### src/timer_pkg.sv
// Constants for the dual timer/counter with AXI4-Lite registers
package timer_pkg;

  typedef enum logic [1:0] {
    MODE_VAR    = 2'b00,
    MODE_AUTO16 = 2'b01,
    MODE_AUTO8  = 2'b10,
    MODE_SPLIT  = 2'b11
  } timer_mode_t;

  // Register byte offsets
  localparam logic [7:0] OFF_CTRL     = 8'h00;
  localparam logic [7:0] OFF_MODE     = 8'h04;
  localparam logic [7:0] OFF_T0_LOW   = 8'h08;
  localparam logic [7:0] OFF_T1_LOW   = 8'h0C;
  localparam logic [7:0] OFF_T0_HIGH  = 8'h10;
  localparam logic [7:0] OFF_T1_HIGH  = 8'h14;
  localparam logic [7:0] OFF_CTRL_B   = 8'h18;
  localparam logic [7:0] OFF_T0_RLOW  = 8'h1C;
  localparam logic [7:0] OFF_T1_RLOW  = 8'h20;
  localparam logic [7:0] OFF_T0_RHIGH = 8'h24;
  localparam logic [7:0] OFF_T1_RHIGH = 8'h28;
  localparam logic [7:0] OFF_IRQ_STS  = 8'h2C;
  localparam logic [7:0] OFF_IRQ_MASK = 8'h30;

  // Field positions
  localparam int RUN_POS0  = 4;
  localparam int FLAG_POS0 = 5;
  localparam int CTRL_STEP = 2;
  localparam int MODE_STEP = 4;
  localparam int MODE_CT   = 2;
  localparam int MODE_GATE = 3;
  localparam int PRESCALE_STEP = 4;

  // Reset values
  localparam logic [7:0] CTRL_RST   = 8'h00;
  localparam logic [7:0] MODE_RST   = 8'h00;
  localparam logic [7:0] CTRL_B_RST = 8'h44;
  localparam logic [7:0] COUNT_RST  = 8'h00;
  localparam logic [7:0] RELOAD_RST = 8'h00;

  localparam logic [1:0] RESP_OKAY   = 2'b00;
  localparam logic [1:0] RESP_SLVERR = 2'b10;

endpackage
### src/dual_timer_counter.sv
// Two 8/16-bit timer/counters behind an AXI4-Lite register slave
//
// The register addresses and the AXI4-Lite register port were chosen for this implementation.
`timescale 1ns/1ps
module dual_timer_counter #(
  parameter int NUM_TIMERS = 2
) (
  // Clock and reset
  input  wire logic        ref_clk_in,
  input  wire logic        sys_rst_in,
  // External pins
  input  wire logic        t0_count_pin_in,
  input  wire logic        t1_count_pin_in,
  input  wire logic        ext_irq0_pin_in,
  input  wire logic        ext_irq1_pin_in,
  // Interrupt vector acknowledge from the core
  input  wire logic        t0_vector_ack_in,
  input  wire logic        t1_vector_ack_in,
  // AXI4-Lite write
  input  wire logic [7:0]  s_axi_awaddr_in,
  input  wire logic        s_axi_awvalid_in,
  output logic             s_axi_awready_out,
  input  wire logic [31:0] s_axi_wdata_in,
  input  wire logic [3:0]  s_axi_wstrb_in,
  input  wire logic        s_axi_wvalid_in,
  output logic             s_axi_wready_out,
  output logic [1:0]       s_axi_bresp_out,
  output logic             s_axi_bvalid_out,
  input  wire logic        s_axi_bready_in,
  // AXI4-Lite read
  input  wire logic [7:0]  s_axi_araddr_in,
  input  wire logic        s_axi_arvalid_in,
  output logic             s_axi_arready_out,
  output logic [31:0]      s_axi_rdata_out,
  output logic [1:0]       s_axi_rresp_out,
  output logic             s_axi_rvalid_out,
  input  wire logic        s_axi_rready_in,
  // Status
  output logic             t0_overflow_flag_out,
  output logic             t1_overflow_flag_out,
  output logic             irq_out
);

  if (NUM_TIMERS != 2) begin : g_bad_count
    $error("dual_timer_counter serves exactly two timers");
  end

  ////////////////////////////////////////////////////////////////////////////
  // Pin synchronisers

  logic [1:0] cnt_s1, cnt_s2, cnt_prev, irq_s1, irq_s2;

  always_ff @(posedge ref_clk_in) begin
    if (sys_rst_in) begin
      cnt_s1   <= 2'h0;
      cnt_s2   <= 2'h0;
      cnt_prev <= 2'h0;
      irq_s1   <= 2'h0;
      irq_s2   <= 2'h0;
    end else begin
      cnt_s1   <= {t1_count_pin_in, t0_count_pin_in};
      cnt_s2   <= cnt_s1;
      cnt_prev <= cnt_s2;
      irq_s1   <= {ext_irq1_pin_in, ext_irq0_pin_in};
      irq_s2   <= irq_s1;
    end
  end

  ////////////////////////////////////////////////////////////////////////////
  // AXI4-Lite slave

  logic        aw_full, w_full, next_aw_full, next_w_full;
  logic [7:0]  aw_addr, next_aw_addr, w_data, next_w_data;
  logic        w_lane0, next_w_lane0;
  logic        next_awready, next_wready, next_bvalid, next_arready;
  logic        next_rvalid;
  logic [1:0]  next_bresp, next_rresp;
  logic [31:0] next_rdata;
  logic        do_write, wr_en, ar_take;
  logic [7:0]  rd_val;
  logic        rd_hit, wr_hit;

  function automatic logic mapped(input logic [7:0] a);
    mapped = (a <= timer_pkg::OFF_IRQ_MASK) && (a[1:0] == 2'b00);
  endfunction

  assign do_write = aw_full && w_full && !s_axi_bvalid_out;
  assign wr_hit   = mapped(aw_addr);
  assign wr_en    = do_write && wr_hit && w_lane0;
  assign ar_take  = s_axi_arvalid_in && s_axi_arready_out;
  assign rd_hit   = mapped(s_axi_araddr_in);

  always_comb begin
    next_aw_full = aw_full;
    next_aw_addr = aw_addr;
    next_w_full  = w_full;
    next_w_data  = w_data;
    next_w_lane0 = w_lane0;
    if (s_axi_awvalid_in && s_axi_awready_out) begin
      next_aw_full = 1'b1;
      next_aw_addr = s_axi_awaddr_in;
    end
    if (s_axi_wvalid_in && s_axi_wready_out) begin
      next_w_full  = 1'b1;
      next_w_data  = s_axi_wdata_in[7:0];
      next_w_lane0 = s_axi_wstrb_in[0];
    end
    if (do_write) begin
      next_aw_full = 1'b0;
      next_w_full  = 1'b0;
    end
    next_bvalid  = (s_axi_bvalid_out && !s_axi_bready_in) || do_write;
    next_bresp   = s_axi_bresp_out;
    if (do_write) begin
      next_bresp = wr_hit ? timer_pkg::RESP_OKAY : timer_pkg::RESP_SLVERR;
    end
    next_awready = !next_aw_full;
    next_wready  = !next_w_full;
    next_rvalid  = (s_axi_rvalid_out && !s_axi_rready_in) || ar_take;
    next_rdata   = s_axi_rdata_out;
    next_rresp   = s_axi_rresp_out;
    if (ar_take) begin
      next_rdata = {24'h00_0000, rd_hit ? rd_val : 8'h00};
      next_rresp = rd_hit ? timer_pkg::RESP_OKAY : timer_pkg::RESP_SLVERR;
    end
    next_arready = !next_rvalid;
  end

  always_ff @(posedge ref_clk_in) begin
    if (sys_rst_in) begin
      aw_full           <= 1'b0;
      aw_addr           <= 8'h00;
      w_full            <= 1'b0;
      w_data            <= 8'h00;
      w_lane0           <= 1'b0;
      s_axi_awready_out <= 1'b0;
      s_axi_wready_out  <= 1'b0;
      s_axi_bvalid_out  <= 1'b0;
      s_axi_bresp_out   <= 2'h0;
      s_axi_arready_out <= 1'b0;
      s_axi_rvalid_out  <= 1'b0;
      s_axi_rdata_out   <= 32'h0000_0000;
      s_axi_rresp_out   <= 2'h0;
    end else begin
      aw_full           <= next_aw_full;
      aw_addr           <= next_aw_addr;
      w_full            <= next_w_full;
      w_data            <= next_w_data;
      w_lane0           <= next_w_lane0;
      s_axi_awready_out <= next_awready;
      s_axi_wready_out  <= next_wready;
      s_axi_bvalid_out  <= next_bvalid;
      s_axi_bresp_out   <= next_bresp;
      s_axi_arready_out <= next_arready;
      s_axi_rvalid_out  <= next_rvalid;
      s_axi_rdata_out   <= next_rdata;
      s_axi_rresp_out   <= next_rresp;
    end
  end

  ////////////////////////////////////////////////////////////////////////////
  // Timer cores

  logic [7:0] timer_control, timer_mode_reg, timer_control_b;
  logic [7:0] cnt_low [2];
  logic [7:0] cnt_high [2];
  logic [7:0] rld_low [2];
  logic [7:0] rld_high [2];
  logic [7:0] next_cnt_low [2];
  logic [7:0] next_cnt_high [2];
  logic       ovf [2];
  logic       pulse [2];
  logic [1:0] vec_ack;

  assign vec_ack = {t1_vector_ack_in, t0_vector_ack_in};

  for (genvar i = 0; i < 2; i++) begin : g_timer
    localparam logic [7:0] OFF_LOW  = (i == 0) ? timer_pkg::OFF_T0_LOW
                                               : timer_pkg::OFF_T1_LOW;
    localparam logic [7:0] OFF_HIGH = (i == 0) ? timer_pkg::OFF_T0_HIGH
                                               : timer_pkg::OFF_T1_HIGH;
    logic [3:0]          fld;
    timer_pkg::timer_mode_t mode;
    logic [2:0]          prescale_width;
    logic [7:0]          mask;
    logic                run, allow;

    assign fld  = timer_mode_reg[i*timer_pkg::MODE_STEP +: 4];
    assign mode = timer_pkg::timer_mode_t'(fld[1:0]);
    assign prescale_width = timer_control_b[i*timer_pkg::PRESCALE_STEP +: 3];
    assign mask = 8'hFF >> (3'd7 - prescale_width);
    assign run  = timer_control[timer_pkg::RUN_POS0 + i*timer_pkg::CTRL_STEP];
    assign allow = run && (!fld[timer_pkg::MODE_GATE] || irq_s2[i]);
    assign pulse[i] = allow && (fld[timer_pkg::MODE_CT]
                                ? (cnt_prev[i] && !cnt_s2[i]) : 1'b1);

    always_comb begin
      next_cnt_low[i]  = cnt_low[i];
      next_cnt_high[i] = cnt_high[i];
      ovf[i]           = 1'b0;
      if (pulse[i]) begin
        case (mode)
          timer_pkg::MODE_VAR: begin
            if ((cnt_low[i] & mask) == mask) begin
              next_cnt_low[i]  = cnt_low[i] & ~mask;
              next_cnt_high[i] = cnt_high[i] + 8'h01;
              ovf[i]           = (cnt_high[i] == 8'hFF);
            end else begin
              next_cnt_low[i] = cnt_low[i] + 8'h01;
            end
          end
          timer_pkg::MODE_AUTO16: begin
            if ({cnt_high[i], cnt_low[i]} == 16'hFFFF) begin
              next_cnt_high[i] = rld_high[i];
              next_cnt_low[i]  = rld_low[i];
              ovf[i]           = 1'b1;
            end else begin
              {next_cnt_high[i], next_cnt_low[i]} =
                {cnt_high[i], cnt_low[i]} + 16'h0001;
            end
          end
          timer_pkg::MODE_AUTO8: begin
            if (cnt_low[i] == 8'hFF) begin
              next_cnt_low[i] = cnt_high[i];
              ovf[i]          = 1'b1;
            end else begin
              next_cnt_low[i] = cnt_low[i] + 8'h01;
            end
          end
          default: begin
            next_cnt_low[i] = cnt_low[i];
          end
        endcase
      end
      if (wr_en && aw_addr == OFF_LOW) begin
        next_cnt_low[i] = w_data;
      end
      if (wr_en && aw_addr == OFF_HIGH) begin
        next_cnt_high[i] = w_data;
      end
    end

    always_ff @(posedge ref_clk_in) begin
      if (sys_rst_in) begin
        cnt_low[i]  <= timer_pkg::COUNT_RST;
        cnt_high[i] <= timer_pkg::COUNT_RST;
      end else begin
        cnt_low[i]  <= next_cnt_low[i];
        cnt_high[i] <= next_cnt_high[i];
      end
    end
  end

  ////////////////////////////////////////////////////////////////////////////
  // Control, reload and interrupt registers

  logic [7:0] next_ctrl, next_mode, next_ctrl_b;
  logic [7:0] next_rld_low [2];
  logic [7:0] next_rld_high [2];
  logic [1:0] irq_sts, irq_mask, next_sts, next_mask, ovf_vec;

  assign ovf_vec = {ovf[1], ovf[0]};

  always_comb begin
    next_ctrl   = timer_control;
    next_mode   = timer_mode_reg;
    next_ctrl_b = timer_control_b;
    next_rld_low[0]  = rld_low[0];
    next_rld_low[1]  = rld_low[1];
    next_rld_high[0] = rld_high[0];
    next_rld_high[1] = rld_high[1];
    next_sts    = irq_sts;
    next_mask   = irq_mask;
    if (wr_en) begin
      case (aw_addr)
        timer_pkg::OFF_CTRL:     next_ctrl = w_data;
        timer_pkg::OFF_MODE:     next_mode = w_data;
        timer_pkg::OFF_CTRL_B:   next_ctrl_b = w_data;
        timer_pkg::OFF_T0_RLOW:  next_rld_low[0] = w_data;
        timer_pkg::OFF_T1_RLOW:  next_rld_low[1] = w_data;
        timer_pkg::OFF_T0_RHIGH: next_rld_high[0] = w_data;
        timer_pkg::OFF_T1_RHIGH: next_rld_high[1] = w_data;
        timer_pkg::OFF_IRQ_STS:  next_sts = irq_sts & ~w_data[1:0];
        timer_pkg::OFF_IRQ_MASK: next_mask = w_data[1:0];
        default:                 next_mask = irq_mask;
      endcase
    end
    for (int k = 0; k < 2; k++) begin
      if (vec_ack[k]) begin
        next_ctrl[timer_pkg::FLAG_POS0 + k*timer_pkg::CTRL_STEP] = 1'b0;
      end
      if (ovf_vec[k]) begin
        next_ctrl[timer_pkg::FLAG_POS0 + k*timer_pkg::CTRL_STEP] = 1'b1;
        next_sts[k] = 1'b1;
      end
    end
  end

  always_ff @(posedge ref_clk_in) begin
    if (sys_rst_in) begin
      timer_control   <= timer_pkg::CTRL_RST;
      timer_mode_reg  <= timer_pkg::MODE_RST;
      timer_control_b <= timer_pkg::CTRL_B_RST;
      rld_low[0]      <= timer_pkg::RELOAD_RST;
      rld_low[1]      <= timer_pkg::RELOAD_RST;
      rld_high[0]     <= timer_pkg::RELOAD_RST;
      rld_high[1]     <= timer_pkg::RELOAD_RST;
      irq_sts         <= 2'h0;
      irq_mask        <= 2'h0;
      irq_out         <= 1'b0;
      t0_overflow_flag_out <= 1'b0;
      t1_overflow_flag_out <= 1'b0;
    end else begin
      timer_control   <= next_ctrl;
      timer_mode_reg  <= next_mode;
      timer_control_b <= next_ctrl_b;
      rld_low[0]      <= next_rld_low[0];
      rld_low[1]      <= next_rld_low[1];
      rld_high[0]     <= next_rld_high[0];
      rld_high[1]     <= next_rld_high[1];
      irq_sts         <= next_sts;
      irq_mask        <= next_mask;
      irq_out         <= |(next_sts & next_mask);
      t0_overflow_flag_out <= next_ctrl[timer_pkg::FLAG_POS0];
      t1_overflow_flag_out <=
        next_ctrl[timer_pkg::FLAG_POS0 + timer_pkg::CTRL_STEP];
    end
  end

  always_comb begin
    case (s_axi_araddr_in)
      timer_pkg::OFF_CTRL:     rd_val = timer_control;
      timer_pkg::OFF_MODE:     rd_val = timer_mode_reg;
      timer_pkg::OFF_T0_LOW:   rd_val = cnt_low[0];
      timer_pkg::OFF_T1_LOW:   rd_val = cnt_low[1];
      timer_pkg::OFF_T0_HIGH:  rd_val = cnt_high[0];
      timer_pkg::OFF_T1_HIGH:  rd_val = cnt_high[1];
      timer_pkg::OFF_CTRL_B:   rd_val = timer_control_b;
      timer_pkg::OFF_T0_RLOW:  rd_val = rld_low[0];
      timer_pkg::OFF_T1_RLOW:  rd_val = rld_low[1];
      timer_pkg::OFF_T0_RHIGH: rd_val = rld_high[0];
      timer_pkg::OFF_T1_RHIGH: rd_val = rld_high[1];
      timer_pkg::OFF_IRQ_STS:  rd_val = {6'h00, irq_sts};
      timer_pkg::OFF_IRQ_MASK: rd_val = {6'h00, irq_mask};
      default:                 rd_val = 8'h00;
    endcase
  end

  ////////////////////////////////////////////////////////////////////////////
  // Assertions on the timer cores and the interrupt output

  logic [15:0] t0_cnt;
  logic        t0_wr, t1_wr, ctl_wr;
  assign t0_cnt = {cnt_high[0], cnt_low[0]};
  assign t0_wr  = wr_en && (aw_addr == timer_pkg::OFF_T0_LOW
                            || aw_addr == timer_pkg::OFF_T0_HIGH);
  assign t1_wr  = wr_en && (aw_addr == timer_pkg::OFF_T1_LOW
                            || aw_addr == timer_pkg::OFF_T1_HIGH);
  assign ctl_wr = wr_en && aw_addr == timer_pkg::OFF_CTRL;
endmodule

### config.mk
export PLATFORM = sky130hd
export DESIGN_NAME = dual_timer_counter
export DESIGN_NICKNAME = d
export VERILOG_FILES = /design/src/timer_pkg.sv /design/src/dual_timer_counter.sv
export SDC_FILE = /design/constraint.sdc
export NUM_CORES = 1
export LEC_CHECK = 0
export BUFFER_PORTS_ARGS = -buffer_cell sky130_fd_sc_hd__buf_2
export CAP_MARGIN = 40
export CORE_MARGIN = 5
export CORE_UTILIZATION = 25
export DETAILED_ROUTE_END_ITERATION = 10
export PLACE_DENSITY = 0.52
export SYNTH_ARGS = -nofsm -noshare
export SYNTH_HDL_FRONTEND = slang
export SYNTH_SLANG_ARGS = --single-unit
### constraint.sdc
create_clock -name ref_clk_in -period 2.3 [get_ports ref_clk_in]
set_input_delay 0.23 -clock ref_clk_in [delete_from_list [all_inputs] [get_ports ref_clk_in]]
set_output_delay 0.23 -clock ref_clk_in [all_outputs]
set_load 0.02 [all_outputs]
Yosys cells after proc, flatten, opt, wreduce, memory -nomap -nowiden
Memories as Yosys holds them, arrays and structs flattened.
Cells that the tools add are included.

word-level totals
  register bits after elaboration = 77
  RAM bits = 64
  input port bits = 65
  output and inout port bits = 44
  word-level logic and storage cells = 212
  memories = 4

cells by class
  add/subtract/negate cells = 8
  $lt $le $gt $ge = 2
  equality and inequality tests = 36
  shifts and indexed selects = 2
  mux-type cells = 71
  bitwise operators = 17
  reductions and logical operators = 45

memories
  memory    depth  bits a word  rd ports  clocked after Yosys merged registers in  write ports  RTL line                   RTL
  cnt_high  2      8            2         0                                        2            dual_timer_counter.sv:166  logic [7:0] cnt_high [2];
  cnt_low   2      8            2         0                                        2            dual_timer_counter.sv:165  logic [7:0] cnt_low [2];
  rld_high  2      8            2         0                                        2            dual_timer_counter.sv:168  logic [7:0] rld_high [2];
  rld_low   2      8            2         0                                        2            dual_timer_counter.sv:167  logic [7:0] rld_low [2];

operators by type and width
  operator                                                                           count
  8-bit two-way mux                                                                  33
  8-bit case mux with 13 select lines                                                1
  8-bit by 6-bit equality test with 1-bit output (second input constant)             10
  8-bit by 5-bit equality test with 1-bit output (second input constant)             8
  8-bit case mux with 3 select lines                                                 2
  16-bit by 1-bit adder with 16-bit output (second input constant)                   2
  8-bit by 1-bit adder with 8-bit output (second input constant)                     4
  8-bit AND                                                                          4
  16-bit equality test (second input constant)                                       2
  8-bit by 4-bit equality test with 1-bit output (second input constant)             4
  8-bit equality test (second input constant)                                        4
  16-bit two-way mux                                                                 2
  8-bit case mux with 2 select lines                                                 2
  1-bit two-way mux                                                                  23
  1-bit logical AND                                                                  21
  8-bit by 3-bit equality test with 1-bit output (second input constant)             2
  8-bit equality test                                                                2
  8-bit by 6-bit less-or-equal comparator with 1-bit output (second input constant)  2
  8-bit zero test                                                                    2
  8-bit NOT                                                                          2
  8-bit by 3-bit right shift with 8-bit output (first input constant)                2
  2-bit two-way mux                                                                  6
  1-bit zero test                                                                    10
  2-bit zero test                                                                    4
  other kinds (10)                                                                   27

Depth between registers and ports, before layout
Gate-level depths: netlist (run 1).

  depth in word-level cells = 10
  gate-level depth with buffers = 9
  gate-level depth less buffers = 8

Least setup slack after synthesis (run 1)
OpenSTA, ideal clock, no wires.

  path type = register to register
  start = register timer_mode_reg[0]
  end = memory cnt_high[0][7]
  setup time = 0.116 ns
  arrival = 2.131 ns
  required time = 2.184 ns
  setup slack = 0.053 ns
  stages on the path, launching flop included = 9
  path buffers = 1
  period minus slack after synthesis = 2.247 ns
  cell sequence = dfxtp_1 -> inv_1 -> ha_1 -> buf_2 -> nand2b_1 -> a2111oi_1 -> o21bai_4 -> nand2_1 -> a31o_2

RTL lines
  item                      RTL line                   RTL
  start: declaration        dual_timer_counter.sv:164  logic [7:0] timer_control, timer_mode_reg, timer_control_b;
  start signal: assignment  dual_timer_counter.sv:302  timer_mode_reg <= timer_pkg::MODE_RST;
  start signal: assignment  dual_timer_counter.sv:315  timer_mode_reg <= next_mode;
  end: declaration          dual_timer_counter.sv:166

==> results of run 1 <==
metal layers:
metal	GRT usage	vias up
met4	0.04769	0
met1	0.2640	4397
met2	0.2515	447
met5	0	-
met3	0.03522	58
li1	-	4304
placed cells by master, fill, tap and decap left out, types with 8 or more instances in the layout:
master     netlist  routed
dfxtp_1        137     136
nand2_1        131     131
buf_4           30     127
nor2_1         100     100
a21oi_1         95      95
nand3_1         79      79
buf_2           14      54
o21ai_0         42      41
mux2i_1         36      36
conb_1           1      26
inv_1           25      25
nor2b_1         23      23
and3_1          22      22
a31oi_1         18      18
clkbuf_16        0      17
o211ai_1        14      14
nor3_1          14      14
a22oi_1         14      14
and2_1          13      13
nand4_1         13      13
a211oi_1        12      12
ha_1            12      12
and4_1          11      11
mux2_2          11      11
o22ai_1         10      10
nand2b_1         9       9
a22o_1           9       9
a32oi_1          8       8
how the worst max path moves through the flow:
stage | startpoint | end | slack, ns
after floorplan | timer_mode_reg[0]$_SDFFE_PP0P_ | cnt_high[0][7]$_SDFFE_PP0P_ | 0.05
after global placement | timer_control_b[2]$_SDFFE_PP1P_ | irq_out$_SDFF_PP0_ | -0.02
after detailed placement | timer_control_b[2]$_SDFFE_PP1P_ | irq_out$_SDFF_PP0_ | -0.005
after CTS | timer_control_b[0]$_SDFFE_PP0P_ | irq_out$_SDFF_PP0_ | 0.09
after global routing | s_axi_bvalid_out$_SDFF_PP0_ | cnt_low[0][7]$_SDFFE_PP0P_ | 0.01
final | cnt_low[0][1]$_SDFFE_PP0P_ | irq_out$_SDFF_PP0_ | 0.13
power groups by stage:
| stage | sequential (mW) | combinational, mW | clock [mW] |
|---|---|---|---|
| final | 2.45 | 0.378 | 2.83 |
| after floorplan | 2.49 | 0.259 | 0 |
| after detailed placement | 2.51 | 0.365 | 0 |
| after global routing | 2.46 | 0.404 | 3.00 |
| after CTS | 2.45 | 0.370 | 2.87 |
| after global placement | 2.50 | 0.365 | 0 |
cell type report:
class | count | area (µm²)
Tap cell | 455 | 569.3
Sequential cell | 137 | 2744
Multi-Input combinational cell | 870 | 5464
Fill cell | 3759 | 23970
Timing Repair Buffer | 185 | 1264
Clock inverter | 9 | 112.6
Clock buffer | 23 | 488.0
Inverter | 26 | 97.59
logic make-up after synthesis:
kind of cell	share of synthesized area
adders and majority gates	0.01703
buffers and inverters	0.08555
AOI/OAI and AO/OA	0.2530
muxes	0.06342
other	0.0004252
and+or+nand+nor	0.2587
DFF	0.3110
xor gates and xnor gates	0.01092
critical path: cells and delay by family (launching register included):
kind                     cells  cell delay [ns]
AND/OR/NAND/NOR              3             0.72
buffers and inverters        1             0.18
adder cells (fa/ha/maj)      1             0.21
flip-flops                   1             0.44
AO/OA/AOI/OAI                3             0.55
what timing repair did:
| action | in CTS | in global routing |
|---|---|---|
| setup buffers | 0 | 0 |
| resized for setup | 1 | 6 |
| endpoints found under the setup margin | 1 | 8 |
| hold buffers | 3 | 0 |
| pin swaps | 0 | 0 |
| hold endpoints to repair | 3 | 0 |
==> reports/results.ini, run 1 <==
[worst_setup_path]
critPathArrivalTime_ns = 2.54
crit_path_top_delay_cell = dfxtp_1
r2r_setup_slack_ns = 0.13
reg2reg_to = irq_out$_SDFF_PP0_
r2r-start = cnt_low[0][1]$_SDFFE_PP0P_
slowest_delay_ns = 0.44
r2r_cells = 8
critPathMaxFanout = 6
crit_required_ns = 2.67
startpoint_type = flip-flop
end_kind = flip-flop
worstSetupPathType = flip-flop to flip-flop
path_cells = ha_1 -> and3_1 -> nand2_2 -> nor3_4 -> a311oi_2 -> buf_4 -> o21ai_0 -> a22o_1

[clocking]
clock_sinks = 137
cts_tree = done
clock_latency_ns = 0.44
clockBufferDepth = 2
clk_pin_slew_ns = 0.07
cts_htree_levels = 4
ctsRootBufferMaster = clkbuf_16
cts-buffers-inserted = 17

[run]
max-cap-violations = 0

[yosys]
avgSynthCellArea_um2 = 7.909
yosysMostFrequentCell = dfxtp_1
synth_edf_count = 0
synthCells = 1115
synth_area_um2 = 8818
synth-seq-cells = 137
yosys.area.top_type = dfxtp_1
ys_async_sr_fraction = 0
netlist_top_cells_count = dfxtp_1, nand2_1, nor2_1
seq_area_frac_synth = 0.3110
yosysTopAreaCellShare = 0.3110
synthTopCellsByArea = dfxtp_1, nand2_1, a21oi_1, nand3_1, nor2_1
yosys_most_used_dff = dfxtp_1
yosysWarnings = 0
ys_types = 101

[place]
placed_cells = 1670
port_buffers = 55
pre_cts_slack_ns = -0.004764
place_congestion = 0.9834
hpwlAfterDp_um = 26640
placed_cell_area_um2 = 10080

[finish]
fin_util = 0.3094
design_area_um2 = 10740
layout.cells.non_filler = 1705
n_antenna_cell = 0
drive_above_1_share = 0.2112
area_delta_synth_final_pct = 21.78
nNetsFinal = 1314

[pwr]
share_comb_of_total_power = 0.067
power_mw = 5.658
power_density_nw_per_um2 = 526.8
pwr-share-seq = 0.434
p_leak_nw = 4.074
swShare = 0.2516
p_int_mw = 4.234
p_clk_frac = 0.499
p_sw_mw = 1.423
vdd_ir_drop_max_v = 0.0005420

[status]
status = finished clean

[floorplanning]
initial_core_util = 0.2540
dieArea_um2 = 39130
core_um2 = 34710
die_h_um = 197.8
pin_count = 109
rows = 68
die_x_um = 197.8

[sta]
setup_ws_ns = 0.1256
finalSetupViolations = 0
rsz0062_at_grt = no
hold_viol = 0
slew_violations = 0
worstMarginPinSlew_ns = 0.8899
maxSlewHeadroom = 0.4059
fin_crit_ns = 2.174
skew_ns = 0.01241
tns_ns = 0
fmax_mhz = 459.9
hold_slack_ns = 0.01625
timing.final.crit_share = 0.9454

[routing]
route.met3.wl_um = 3089
via_per_inst = 5.399
dr_wl_met2_um = 14380
totalWireLength_um = 35010
top_layer_used = met4
drt_iter0_markers = 977
antenna_left = 0
met1Wirelength_um = 16740
vias = 9206
drt_pass1_iterations = 6
drc_errors = 0
post_drt_wl_per_cell_um = 20.53

[global_routing]
track_usage = 0.1750
grt_pass1_wl_um = 52900
grt_max_degree = 41
antenna_found_initial = 0
grt_pass1_vias = 8448
gr-total-overflow = 0

[hold_path]
hp-start = ext_irq0_pin_in
min_to = irq_s1[0]$_SDFF_PP0_
hold_path.class = input pin to flip-flop
min_path_cells = 2

Power figures use the tool's default switching activity.
==> run 2, diff against run 1 <==
--- a/config.mk
+++ b/config.mk
@@ -10,7 +10,8 @@
 export CORE_MARGIN = 5
 export CORE_UTILIZATION = 25
 export DETAILED_ROUTE_END_ITERATION = 10
-export PLACE_DENSITY = 0.52
+export HOLD_SLACK_MARGIN = 0.08
+export PLACE_DENSITY = 0.51
 export SYNTH_ARGS = -nofsm -noshare
 export SYNTH_HDL_FRONTEND = slang
 export SYNTH_SLANG_ARGS = --single-unit
==> constraint.sdc (replaced) <==
create_clock -name ref_clk_in -period 2.2 [get_ports ref_clk_in]
set_input_delay 0.22 -clock ref_clk_in [delete_from_list [all_inputs] [get_ports ref_clk_in]]
set_output_delay 0.22 -clock ref_clk_in [all_outputs]
set_load 0.02 [all_outputs]
==> run 2 against run 1 <==
- clock power fell by 3%
- sequential power rose by 4%
- total power rose by 1.5%
- critical path type unchanged
- largest cell class unchanged
==> reports/results.ini, run 2 (synthesized netlist as in run 1, its figures left out) <==
[status]
status = finished clean  ; unchanged

[finish]
drive_above_1_share = 0.2272  ; was 0.2112
multiInputGateArea_um2 = 5524  ; was 5464 µm²
layout.cells.non_filler = 1740  ; was 1705
fin_util = 0.3199  ; was 0.3094
area_delta_synth_final_pct = 25.91  ; was 21.78%
regArea_um2 = 2748  ; was 2744 µm²
final_common_cell = buf_4  ; was dfxtp_1
layout_common_cells = buf_4, dfxtp_1, nand2_1, nor2_1, a21oi_1  ; was dfxtp_1, nand2_1, buf_4, nor2_1, a21oi_1
fill_cells = 3713  ; was 3759
n_antenna_cell = 0  ; unchanged
nNetsFinal = 1349  ; was 1314

[worst_setup_path]
critPathMaxFanout = 7  ; was 6
critPathArrivalTime_ns = 2.44  ; was 2.54 ns
startpoint_type = flip-flop  ; unchanged
crit_required_ns = 2.51  ; was 2.67 ns
worstSetupPathType = flip-flop to flip-flop  ; unchanged
end_kind = flip-flop  ; unchanged

[place]
placed_cells = 1682  ; was 1670
hpwlAfterDp_um = 27020  ; was 26640 µm
port_buffers = 55  ; unchanged
place_congestion = 0.9692  ; was 0.9834

[clocking]
cts_tree = done  ; unchanged
clockBufferDepth = 2  ; unchanged
cts_htree_levels = 4  ; unchanged
clk_pin_slew_ns = 0.07  ; about the same
ctsRootBufferMaster = clkbuf_16  ; unchanged
clock_latency_ns = 0.44  ; about the same
cts-buffers-inserted = 17  ; unchanged
clock_sinks = 137  ; unchanged

[global_routing]
antenna_found_initial = 0  ; unchanged
track_usage = 0.1774  ; was 0.1750
grt_max_degree = 58  ; was 41
grt_pass1_vias = 8598  ; was 8448
gr-total-overflow = 0  ; unchanged
grt_pass1_wl_um = 53540  ; was 52900 µm

[floorplanning]
initial_core_util = 0.2540  ; unchanged
die_x_um = 197.8  ; unchanged
die_h_um = 197.8  ; unchanged
rows = 68  ; unchanged
dieArea_um2 = 39130  ; unchanged
core_um2 = 34710  ; unchanged
pin_count = 109  ; unchanged

[sta]
skew_ns = 0.01202  ; was 0.01241 ns
fin_crit_ns = 2.123  ; was 2.174 ns
rsz0062_at_grt = yes  ; was no
finalSetupViolations = 0  ; unchanged
slew_violations = 0  ; unchanged
fmax_mhz = 471.1  ; was 459.9 MHz
maxSlewHeadroom = 0.4859  ; was 0.4059
hold_viol = 0  ; unchanged
timing.final.crit_share = 0.9649  ; was 0.9454
worstMarginPinSlew_ns = 0.7640  ; was 0.8899 ns

[routing]
post_drt_wl_per_cell_um = 20.43  ; was 20.53 µm
via_per_inst = 5.357  ; was 5.399
antenna_left = 0  ; unchanged
vias = 9321  ; was 9206
drc_errors = 0  ; unchanged
drt_pass1_iterations = 5  ; was 6
totalWireLength_um = 35550  ; was 35010 µm
drt_iter0_markers = 1057  ; was 977

[pwr]
p_leak_nw = 4.236  ; was 4.074 nW
power_density_nw_per_um2 = 517.2  ; was 526.8 nW/µm²
vdd_ir_drop_max_v = 0.0005548  ; was 0.0005420 V

[run]
max-cap-violations = 0  ; unchanged

[hold_path]
hold_path.class = input pin to flip-flop  ; unchanged

run 2: cell count changes in the layout (fill, tap and decap cells not counted), sizes merged:
| cell | previous run | this run |
|---|---|---|
| clkinv | 1 | 8 |
| dlygate4sd3 | 3 | 24 |
| clkinvlp | 4 | 2 |
| clkdlybuf4s18 | 1 | 0 |
| inv | 28 | 26 |
| buf | 181 | 196 |
| bufinv | 2 | 1 |
| clkbuf | 23 | 21 |
run 2: layout make-up:
class                   instances  area share
well taps                     455     0.05127
clock buffers                  21     0.04057
inverters                      26    0.008790
repair buffers                220      0.1454
flip-flops and latches        137      0.2475
clock inverters                11    0.009015
multi-input cells             870      0.4975
run 2: worst paths after layout:
check,start,endpoint,slack (ns),cells after the start
worst max-delay path,timer_control_b[2]$_SDFFE_PP1P_,irq_out$_SDFF_PP0_,0.08,8
worst min-delay path,s_axi_bready_in,s_axi_bvalid_out$_SDFF_PP0_,0.09,4
worst max register to register,timer_control_b[2]$_SDFFE_PP1P_,irq_out$_SDFF_PP0_,0.08,8
worst min register to register,cnt_s1[1]$_SDFF_PP0_,cnt_s2[1]$_SDFF_PP0_,0.44,1
run 2: routing by layer:
layer / track usage / vias to the layer above / part of all wire
li1: - / 4381 / -
met1: 0.2636 / 4438 / 0.47
met2: 0.2613 / 449 / 0.43
met3: 0.02961 / 53 / 0.082
met4: 0.05483 / 0 / 0.022
met5: 0 / - / 0
run 2: what timing repair did:
item,CTS,global route
hold buffers,24,0
hold endpoints to repair,24,0
buffers inserted,0,2
pin swaps,0,5
endpoints found under the setup margin,4,34
resized for setup,3,23
run 2: stage by stage:
| step | hold WS [ns] | total power, mW | area (µm²) | setup WS [ns] | TNS (ns) |
|---|---|---|---|---|---|
| 2_1_floorplan | 0.3482 | 2.870 | 8917 | 0.1192 | 0 |
| 3_3_place_gp | 0.4318 | 3.013 | 10190 | -0.1324 | -0.2036 |
| 3_5_place_dp | 0.4303 | 3.015 | 10190 | -0.09009 | -0.1909 |
| 4_1_cts | 0.08206 | 5.780 | 11000 | 0.0005718 | 0 |
| 5_1_grt | 0.09356 | 5.936 | 11100 | -0.03840 | -0.04258 |
| 6_report | 0.09228 | 5.742 | 11100 | 0.07719 | 0 |
run 2: power breakdown:
group / internal [mW] / switching, mW / total, mW
Clock: 1.58 / 1.16 / 2.74
Sequential: 2.52 / 0.0495 / 2.56
Combinational: 0.153 / 0.284 / 0.437
run 2: critical path, cell delays in order, from the launching register on:
cell and delay (ns):
dfxtp_2 0.39, or2b_2 0.33, o32ai_4 0.16, nor4_4 0.05
buf_4 0.18, a311oi_4 0.33, buf_4 0.19, o21ai_0 0.11
a22o_1 0.24
